==> src/rtl/rtu_pkg.sv <==
// package: constants and types for the return instruction unit
`default_nettype none
package rtu_pkg;
    localparam int          RTU_PC_W       = 16;
    localparam int          RTU_STACK_DEPTH = 8;
    localparam int          RTU_OP_W       = 16;
    // opcode patterns
    localparam logic [5:0]  RTU_OP_CRET    = 6'h3B;   // 111011 tp cond_field cond_field
    localparam logic [15:0] RTU_OP_CRETD   = 16'hFE00; // upper byte marker
    localparam logic [7:0]  RTU_OP_CRETD_HI = 8'hFE;
    localparam logic [15:0] RTU_OP_RETURN_DELAYED    = 16'hFF00;
    localparam logic [15:0] RTU_OP_RETURN_ENABLE_IRQ    = 16'hBE3A;
    // field positions
    localparam int          RTU_TP_LSB     = 8;
    localparam int          RTU_CEN_LSB    = 4;
    localparam int          RTU_CVAL_LSB   = 0;
    // test selector codes
    localparam logic [1:0]  RTU_TP_PIN     = 2'h0;
    localparam logic [1:0]  RTU_TP_TC      = 2'h1;
    localparam logic [1:0]  RTU_TP_NTC     = 2'h2;
    localparam logic [1:0]  RTU_TP_NONE    = 2'h3;
    // cycle counts, wait periods p added per fetch
    localparam logic [2:0]  RTU_CYC_TAKEN  = 3'h4;
    localparam logic [2:0]  RTU_CYC_NOTAKE = 3'h2;
    localparam logic [2:0]  RTU_CYC_DELAY  = 3'h2;
    localparam logic [1:0]  RTU_DELAY_WORDS = 2'h2;
    localparam logic [1:0]  RTU_FETCH_TAKEN = 2'h3;
    localparam logic [1:0]  RTU_FETCH_ONE  = 2'h1;
    localparam logic [15:0] RTU_PC_RST     = 16'h0000;
    typedef enum logic [2:0] {
        RTU_K_NONE, RTU_K_CRET, RTU_K_CRETD, RTU_K_RETURN_DELAYED, RTU_K_RETURN_ENABLE_IRQ
    } rtu_kind_type;
    typedef struct packed {
        logic [31:0] accum;
        logic [31:0] accum_buffer;
        logic [15:0] aux_compare_reg;
        logic [15:0] index_reg;
        logic [15:0] processor_mode_reg;
        logic [31:0] product_reg;
        logic [15:0] status_reg_zero;
        logic [15:0] status_reg_one;
        logic [15:0] temp_reg_a;
        logic [15:0] temp_reg_b;
        logic [15:0] temp_reg_c;
    } rtu_shadow_type;
    // bit positions of unshadowed flags
    localparam int          RTU_ST0_MASK_BIT = 9;
    localparam int          RTU_ST1_XF_BIT   = 4;
endpackage
`default_nettype wire

==> src/rtl/rtu_stack_if.sv <==
// interface: stack pop request and top entry
`default_nettype none
interface rtu_stack_if;
    logic        pop;
    logic [15:0] top;
    modport ctrl (output pop, input top);
    modport stk  (input pop, output top);
endinterface
`default_nettype wire

==> src/rtl/rtu_core.sv <==
// return instruction unit: decode, condition test, pc and shadow restore
// Functional notes
// RL1 - conditional return loads pc only if true
// RL2 - pop stack after top copied to pc
// RL3 - false condition: stack kept, next instruction
// RL4 - taken four cycles, not taken two
// RL5 - conditional return never repeats
// RL6 - delayed variants run two following words
// RL7 - delayed conditions latched before delay slots
// RL8 - delayed variants two cycles, not repeatable
// RL9 - delayed return always loads top entry
// RL10 - enabling return pops, clears mask, restores
// RL11 - enabling return four cycles, not repeatable
// RL12 - enabling return may change restored status
// RL13 - conditional returns change no status bits
// RL14 - shadow set holds eleven core registers
// RL15 - mask and external flag never shadowed
// RL16 - eight entry lifo, bottom duplicated on pop
// RL17 - selected conditions combined by logical and
// RL18 - condition fields from low opcode bits
`default_nettype none
module rtu_core
    import rtu_pkg::*;
(
    input  wire logic                clk_sys,
    input  wire logic                sys_rst,
    input  wire logic                instr_valid,
    input  wire logic [15:0]         instr_word,
    input  wire logic                word_wait,
    input  wire logic                repeat_active,
    input  wire logic                push,
    input  wire logic [15:0]         push_data,
    input  wire logic [15:0]         pc_next_seq,
    input  wire logic [31:0]         accum,
    input  wire logic                carry_flag,
    input  wire logic                overflow_flag,
    input  wire logic                test_control_flag,
    input  wire logic                branch_input_pin,
    input  wire rtu_shadow_type      shadow_in,
    input  wire logic                global_irq_mask_in,
    input  wire logic                external_flag_in,
    output logic                     busy,
    output logic                     pc_load,
    output logic [15:0]              pc_value,
    output logic                     flush_fetch,
    output logic                     repeat_cancel,
    output logic                     restore_valid,
    output rtu_shadow_type           restore_out,
    output logic                     global_irq_mask_clr,
    output logic [2:0]               cycles_done,
    output logic [15:0]              stack_top_entry
);
    typedef enum logic [1:0] {RTU_IDLE, RTU_SLOT, RTU_WAIT} rtu_state_type;
    rtu_state_type state_q;
    rtu_kind_type  kind, kind_q;
    logic [1:0]    fetch_q;
    logic [1:0]    slot_q;
    logic [2:0]    cyc_q;
    logic          cond_q;
    logic          cond_now;
    logic          pin_s1_q, pin_s2_q;
    logic          take_now;
    logic [15:0]   ent [RTU_STACK_DEPTH];
    rtu_stack_if   sif ();

    // lifo with pop priority over push
    rtu_stack #(.DEPTH(RTU_STACK_DEPTH)) u_stack (
        .clk_sys   (clk_sys),
        .sys_rst   (sys_rst),
        .push      (push),
        .push_data (push_data),
        .sif       (sif),
        .entries   (ent)
    );
    assign stack_top_entry = sif.top;

    // pin synchroniser
    // both stages reset to the idle high level
    always_ff @(posedge clk_sys or posedge sys_rst) begin
        if (sys_rst) begin
            pin_s1_q <= 1'b1;
            pin_s2_q <= 1'b1;
        end else begin
            pin_s1_q <= branch_input_pin;
            pin_s2_q <= pin_s1_q;
        end
    end

    // decode
    always_comb begin
        kind = RTU_K_NONE;
        if (instr_word == RTU_OP_RETURN_DELAYED) begin
            kind = RTU_K_RETURN_DELAYED;
        end else if (instr_word == RTU_OP_RETURN_ENABLE_IRQ) begin
            kind = RTU_K_RETURN_ENABLE_IRQ;
        end else if (instr_word[15:8] == RTU_OP_CRETD_HI) begin
            kind = RTU_K_CRETD;
        end else if (instr_word[15:10] == RTU_OP_CRET) begin
            kind = RTU_K_CRET;
        end
    end

    // condition evaluation
    always_comb begin
        logic [3:0] en;
        logic [3:0] val;
        logic       zero;
        logic       neg;
        en   = instr_word[RTU_CEN_LSB +: 4]; // RL18
        val  = instr_word[RTU_CVAL_LSB +: 4]; // RL18
        zero = (accum == 32'h0000_0000);
        neg  = accum[31];
        cond_now = 1'b1;
        if (en[3] && (zero != val[3])) cond_now = 1'b0; // RL17
        if (en[2] && (neg != val[2])) cond_now = 1'b0; // RL17
        if (en[1] && (carry_flag != val[1])) cond_now = 1'b0; // RL17
        if (en[0] && (overflow_flag != val[0])) cond_now = 1'b0; // RL17
        unique case (instr_word[RTU_TP_LSB +: 2]) // RL18
            RTU_TP_PIN:  if (pin_s2_q) cond_now = 1'b0; // RL17
            RTU_TP_TC:   if (!test_control_flag) cond_now = 1'b0;
            RTU_TP_NTC:  if (test_control_flag) cond_now = 1'b0;
            RTU_TP_NONE: cond_now = cond_now;
        endcase
    end

    assign take_now = instr_valid && state_q == RTU_IDLE && !word_wait;

    // sequencing
    always_ff @(posedge clk_sys or posedge sys_rst) begin
        if (sys_rst) begin
            state_q <= RTU_IDLE;
            kind_q  <= RTU_K_NONE;
            cond_q  <= 1'b0;
            slot_q  <= 2'h0;
            fetch_q <= 2'h0;
        end else begin
            unique case (state_q)
                RTU_IDLE: if (take_now && kind != RTU_K_NONE) begin
                    kind_q <= kind;
                    cond_q <= (kind == RTU_K_CRET || kind == RTU_K_CRETD)
                              ? cond_now : 1'b1; // RL7
                    if (kind == RTU_K_CRETD || kind == RTU_K_RETURN_DELAYED) begin
                        state_q <= RTU_SLOT; // RL6
                        slot_q  <= RTU_DELAY_WORDS;
                    end else begin
                        state_q <= RTU_WAIT;
                        fetch_q <= (kind == RTU_K_RETURN_ENABLE_IRQ || cond_now)
                                   ? RTU_FETCH_TAKEN : RTU_FETCH_ONE; // RL4
                    end
                end
                RTU_SLOT: if (instr_valid && !word_wait) begin
                    slot_q <= slot_q - 2'h1; // RL6
                    if (slot_q == 2'h1) begin
                        state_q <= RTU_IDLE;
                    end
                end
                RTU_WAIT: if (!word_wait) begin
                    fetch_q <= fetch_q - 2'h1;
                    if (fetch_q == 2'h1) begin
                        state_q <= RTU_IDLE;
                    end
                end
            endcase
        end
    end

    // completion pulse for the non-delayed and delayed returns
    logic finish;
    logic slot_end;
    assign slot_end = state_q == RTU_SLOT && instr_valid && !word_wait
                      && slot_q == 2'h1;
    assign finish = (state_q == RTU_WAIT && !word_wait && fetch_q == 2'h1)
                    || slot_end;
    assign sif.pop = finish && cond_q; // RL2 RL3 RL9

    // registered results, pulses last one cycle
    always_ff @(posedge clk_sys or posedge sys_rst) begin
        if (sys_rst) begin
            pc_load             <= 1'b0;
            pc_value            <= RTU_PC_RST;
            flush_fetch         <= 1'b0;
            restore_valid       <= 1'b0;
            restore_out         <= '0;
            global_irq_mask_clr <= 1'b0;
            cycles_done         <= 3'h0;
        end else begin
            pc_load             <= 1'b0;
            flush_fetch         <= 1'b0;
            restore_valid       <= 1'b0;
            global_irq_mask_clr <= 1'b0;
            if (finish) begin
                pc_load  <= 1'b1;
                pc_value <= cond_q ? sif.top : pc_next_seq; // RL1 RL3
                flush_fetch <= cond_q && state_q == RTU_WAIT; // RL4
                if (state_q == RTU_SLOT) begin
                    cycles_done <= RTU_CYC_DELAY; // RL8
                end else begin
                    cycles_done <= cond_q ? RTU_CYC_TAKEN
                                          : RTU_CYC_NOTAKE; // RL4 RL11
                end
                if (kind_q == RTU_K_RETURN_ENABLE_IRQ) begin
                    restore_valid       <= 1'b1; // RL10 RL12 RL13
                    global_irq_mask_clr <= 1'b1; // RL10 RL11
                    restore_out <= shadow_in; // RL14
                    restore_out.status_reg_zero[RTU_ST0_MASK_BIT]
                        <= 1'b0; // RL15
                    restore_out.status_reg_one[RTU_ST1_XF_BIT]
                        <= external_flag_in; // RL15
                end
            end
        end
    end

    // busy while a return is in flight
    assign busy = state_q != RTU_IDLE;
    // repeat never applies to any of these returns
    assign repeat_cancel = take_now && kind != RTU_K_NONE
                           && repeat_active; // RL5 RL8 RL11
    logic unused_ok;
    assign unused_ok = global_irq_mask_in ^ ent[RTU_STACK_DEPTH-1][0];
endmodule
`default_nettype wire

==> src/rtl/rtu_stack.sv <==
// eight level lifo with bottom duplication on pop
`default_nettype none
module rtu_stack
    import rtu_pkg::*;
#(
    parameter int DEPTH = RTU_STACK_DEPTH
) (
    input  wire logic        clk_sys,
    input  wire logic        sys_rst,
    input  wire logic        push,
    input  wire logic [15:0] push_data,
    rtu_stack_if.stk         sif,
    output logic [15:0]      entries [DEPTH]
);
    logic [15:0] ent_q [DEPTH];
    always_ff @(posedge clk_sys or posedge sys_rst) begin
        if (sys_rst) begin
            for (int i = 0; i < DEPTH; i++) begin
                ent_q[i] <= RTU_PC_RST;
            end
        end else if (sif.pop) begin
            for (int i = 0; i < DEPTH - 1; i++) begin
                ent_q[i] <= ent_q[i + 1]; // RL16
            end
        end else if (push) begin
            ent_q[0] <= push_data;
            for (int i = 1; i < DEPTH; i++) begin
                ent_q[i] <= ent_q[i - 1];
            end
        end
    end
    assign sif.top = ent_q[0];
    assign entries = ent_q;
endmodule
`default_nettype wire

==> config.mk <==
export PLATFORM = sky130hd
export DESIGN_NAME = rtu_core
export DESIGN_NICKNAME = d
export VERILOG_FILES = /design/src/rtl/rtu_pkg.sv /design/src/rtl/rtu_stack_if.sv /design/src/rtl/rtu_core.sv /design/src/rtl/rtu_stack.sv
export SDC_FILE = /design/constraint.sdc
export NUM_CORES = 1
export LEC_CHECK = 0
export BUFFER_PORTS_ARGS = -buffer_cell sky130_fd_sc_hd__buf_2
export CORE_AREA = 2 2 229 231
export CTS_BUF_LIST = sky130_fd_sc_hd__clkbuf_16
export DETAILED_ROUTE_END_ITERATION = 8
export DIE_AREA = 0 0 231 233
export PLACE_DENSITY = 0.62
export SLEW_MARGIN = 20
export SYNTH_ARGS = -nofsm -noshare
export SYNTH_HDL_FRONTEND = slang
export SYNTH_HIERARCHICAL = 1
export SYNTH_SLANG_ARGS = --single-unit
==> constraint.sdc <==
create_clock -name clk_sys -period 23.9 [get_ports clk_sys]
set_clock_uncertainty 0.1 [all_clocks]
set_input_delay 1.195 -clock clk_sys [delete_from_list [all_inputs] [get_ports clk_sys]]
set_output_delay 1.195 -clock clk_sys [all_outputs]
set_load 0.05 [all_outputs]
== After elaboration in Yosys (flattened, before gate mapping) ==
Index checks and enable logic that the tools add are counted.
Operators by class
  add/subtract/negate cells: 2
  equal/unequal tests: 27
  muxes and demuxes: 38
  bitwise logic cells: 1
  reductions and logical operators: 35
Operators by type and width (count)
  $mux W128: 1
  $mux W112: 1
  $eq A16 B16 Y1 const B: 2
  $logic_not A32 Y1: 1
  $mux W2: 14
  $logic_and A1 B1 Y1: 16
  $mux W16: 1
  $mux W1: 13
  $mux W3: 4
  $ne A2 B2 Y1 const B: 5
  $eq A2 B1 Y1 const B: 4
  $eq A8 B8 Y1 const B: 1
  $pmux W2 S2: 2
  $reduce_and A4 Y1: 2
  $reduce_bool A2 Y1: 4
  $eq A2 B2 Y1 const B: 3
  $eq A3 B2 Y1 const B: 2
  $eq A3 B3 Y1 const B: 2
  $eq A6 B6 Y1 const B: 1
  $pmux W2 S3: 1
  $reduce_and A2 Y1: 3
  $reduce_and A5 Y1: 1
  $logic_not A2 Y1: 2
  $logic_or A1 B1 Y1: 4
  8 further kinds: 13
Storage, ports and cells
  bits in registers: 385
  input bits: 316
  logic and storage cells: 134

== Longest topological paths before layout ==
  word-level depth: 14
  gate-level depth with buffers: 13
  gate-level depth less buffers: 8

== By module ==
The synthesis kept the hierarchy.
Modules (own cells, without submodules)
  rtu_core: instances 1, cells an instance 679, area an instance 10162.2 µm², sequential area each 6408.6 µm²
  rtu_stack: instances 1, cells an instance 538, area an instance 5929.4 µm², sequential area each 3203.1 µm²

== Least setup slack after synthesis ==
OpenSTA, ideal clock, no wires.
  kind: input to output
  start point: in instr_word[1]
  end point: out repeat_cancel
  data arrival time: 3145 ps
  required time: 22605 ps
  setup slack: 19460 ps
  stages: 6
  cell sequence: or4_4 > o22ai_2 > a31oi_2 > or3_1 > buf_6 > nor2_1
On the way
  cells in the longest elaborated chain, start to end: 6
  elaborated cells on any way between the ends: 7
Ends and longest elaborated chain
  start: declaration: RTL line rtu_core.sv:28  | input wire logic [15:0] instr_word,
  $eq A16 B16 Y1: RTL line rtu_core.sv:94  | end else if (instr_word == RTU_OP_RETURN_ENABLE_IRQ) begin
  $mux W3: RTL line rtu_core.sv:94
  $mux W3 (*): RTL line rtu_core.sv:92  | if (instr_word == RTU_OP_RETURN_DELAYED) begin
  $reduce_bool A3 Y1 (*): RTL line rtu_core.sv:217  | assign repeat_cancel = take_now && kind != RTU_K_NONE
  $logic_and A1 B1 Y1 (*): RTL line rtu_core.sv:217
  $logic_and A1 B1 Y1 (*): RTL line rtu_core.sv:218  | && repeat_active;
  end: declaration: RTL line rtu_core.sv:46  | output logic repeat_cancel,
Every way passes the cells marked *; elsewhere a longest branch is shown, timed or not.

== Worst setup path after layout ==
Same ends and word-level chain as after synthesis.

==> impl_results.md <==
- CP endpoint kind: output pin
- Largest family of logic cells by synthesized area: multiplexers
- DP HPWL: 47.7 mm
- Sw Ratio: 0.296
- Post-synth EDFFs: 0
- Final WL: about 60 mm
- Element type at the critical path start: input pin
- CTS Buffer Depth: 3
- Fin util: 0.408
- Largest net degree at the start of global routing: between 150 and 200
- Post-place setup slack: 19090 ps
- Arrival @ worst endpoint: approximately 3200 ps
- Metal1 wirelength: about 27 mm
- DRT iter0 DRCs: 754
- Post-CTS Setup Bufs: 0
- MaxCap Viol Count: 0
- Top cell type's share of synthesized area: 0.594
- Via/cell ratio: between 4 and 5
- CTS Buf Count: 45
- Pins Over Slew Limit: 0
- Drt first pass iters: 7
- Wire length on met2: 25.6 mm
- Combinational power share: 0.169
- Final hold vios: 0
- Clock latency on the worst-skew pair: approximately 560 ps
- Core area: 51100 sq um
- Depth of the worst hold-timing path: 0
- Post-Synth Simple-Gate Area: 0.0504
- Final min period: 4460 ps
- Die W: 231 um
- Share of the yosys chip area belonging to registers: 0.597
- Met3 Wirelength: between 4 and 5 mm
- Post-CTS Hold Buffers: 0
- Post-synthesis mux area share: 0.252
- #FFs+latches synth: 384
- Final GP Congestion: approximately 0.89
- Antenna Nets Post-Route: 0
- Area Growth Syn to Fin: 29.6%
- Vias: around 12000
- Max Freq: ~220 MHz
- Cell taking the most area after synthesis: dfrtp_1
- Hold Path End: pin_s2_q
- Cells on worst reg2reg path: 7
- R2R setup slack: 19500 ps
- Die Area: 53800 sq um
- XOR/XNOR Fraction of Synth Area: 0.00163
- Port-buffer cells: between 500 and 600
- Min-Delay Path Class: reg -> reg
- DR DRC count: 0
- Worst-path fanout max: 9
- CP Class: in -> out
- Internal power: between 1 and 1.5 mW
- Reg2Reg Capture Point: restore_out[61]
- Total track usage: 0.216
- H-tree depth: 2
- Layout Nets: between 2000 and 2500
- Total of warnings raised by yosys: 6
- Final worst slack: 19440 ps
- FF-to-FF Start: state_q[1]
- Top sig layer: met5
- RSZ-0062 raised after global routing: false
- Maximum vdd drop: 0.0398 mV
- GRT overflow: 0
- Chip Height: about 230 um
- Final setup violation count: 0
- Wire per inst: about 24 um
- Clock Sinks: 384
- Ys async rst share: 1.00
- Clock share of power: 0.382
- PostCTS Resize Cnt: 0
- Slew Limit Headroom: 0.277
- Reg power frac: 0.449
- Synth Area in Adders: 0.00389
- Pwr Density: about 86 nW/um^2
- Setup TNS: 0 ps
- Compound-Gate Fraction of Synth Area: 0.0551
- Clk root buf: clkbuf_16
- CTS tree: yes
- Worst slew pin tran: around 1100 ps
- P_sw: about 0.53 mW
- CP required: 22610 ps
- Min Hold Slack: 258 ps
- Synth top area cells: dfrtp_1 59%, mux2_2 16%, mux2i_1 8.1%, o21ai_0 3.8%, nand2_1 2.9%
- Global-route wire length before repair: 82.4 mm
- Post-Syn Instances: 1217
- Cell area after synthesis: 16100 sq um
- Hold Crit Start: pin_s1_q
- Starting Density: 0.315
- Outcome: completed
- # rows: 83
- Pleak: around 11 nW
- Top_reg_cell synth: dfrtp_1
- Number of global-route vias before repair: roughly 11000
- Yosys cell types: 51
- IO Count: ~580
- Final period utilization: 0.187
- Syn avg cell area: 13.2 sq um
- Layout cell share with drive strength beyond 1: 0.502
- Initial antenna violation count: 57
- Clock transition at path regs: roughly 60 ps
==> routing by layer <==
layer,track usage,vias to the layer above
li1,-,5366
met1,0.309,5950
met2,0.305,454
met3,0.0691,113
met4,0.0748,4
met5,0,-
==> worst max path at each step <==
stage                                end           from  cells after the start  slack [ps]
floorplan                         cond_q        sys_rst                      1       15570
global placement         restore_out[80]    instr_valid                      6       19140
detailed placement  u_stack/entries[102]    instr_valid                      7       19090
CTS                        repeat_cancel  instr_word[1]                      7       19450
global route            restore_out[106]     state_q[1]                      7       19280
finish                     repeat_cancel  instr_word[1]                      7       19440
==> kinds of logic after synthesis <==
group                      count (synthesis)
other                                      1
xor gates and xnor gates                   3
DFF                                      384
AOI/OAI and AO/OA                        160
adders and majority gates                  5
buffers and inverters                    106
and+or+nand+nor                          186
muxes                                    372
==> final cells by class <==
| cell class | instances | area (sq um) |
|---|---|---|
| Antenna cell | 20 | 50.0 |
| Fill cell | 4964 | 30200 |
| Timing Repair Buffer | 582 | 2950 |
| Sequential cell | 384 | 9610 |
| Clock buffer | 47 | 1180 |
| Multi-Input combinational cell | 728 | 5870 |
| Clock inverter | 35 | 289 |
| Tap cell | 680 | 851 |
| Inverter | 14 | 65.1 |
==> cell usage after synthesis, drive strengths merged, types with 3 or more instances <==
| master | number |
|---|---|
| nand3 | 3 |
| xor2 | 3 |
| buf | 70 |
| clkbuf | 22 |
| dfrtp | 382 |
| nor4 | 9 |
| mux2 | 241 |
| nand2 | 126 |
| o21ai | 123 |
| inv | 14 |
| nand2b | 5 |
| mux2i | 131 |
| nor2 | 27 |
| ha | 5 |
| a21oi | 17 |
| nand4 | 4 |
==> power groups by stage <==
stage / logic [mW] / registers (mW) / clock network [mW]
after floorplan: 0.166 / 0.852 / 0
after global routing: 0.334 / 0.818 / 0.732
after detailed placement: 0.306 / 0.815 / 0
after global placement: 0.297 / 0.809 / 0
after CTS: 0.307 / 0.805 / 0.705
final: 0.303 / 0.804 / 0.685
==> registers in the layout, indices dropped and copies added (netlist names), 2 cells and up <==
name             count
u_stack/entries    112
fetch_q              2
u_stack/sif.top     16
slot_q               2
cycles_done          2
kind_q               3
restore_out        223
state_q              2
pc_value            16
==> critical path, cell delays in order <==
cell	delay, ps
buf_2	120
or4_4	550
o22ai_2	140
a31oi_2	190
or3_1	550
nor2_1	140
buf_2	270
==> stage by stage <==
| stage | cells | cell area [sq um] | total power, mW |
|---|---|---|---|
| after CTS | 2470 | 20800 | 1.82 |
| final | 2490 | 20900 | 1.79 |
| after global routing | 2485 | 20800 | 1.88 |
| after global placement | 2388 | 19300 | 1.11 |
| after detailed placement | 2388 | 19300 | 1.12 |
| after floorplan | 1218 | 16100 | 1.02 |
==> cells in the final DEF, fill, tap and decap left out, drive strengths merged, types with 3 or more instances in the layout <==
cell type and instances:
dfrtp 382, nor2 27, inv 23, buf 582
nand2b 5, a21oi 17, mux2i 131, nand3 3
nor4 9, bufinv 5, diode 20, clkinv 20
xor2 3, mux2 241, nand2 126, nand4 4
clkbuf 47, o21ai 123, ha 5
(Power assumes the default switching activity.)
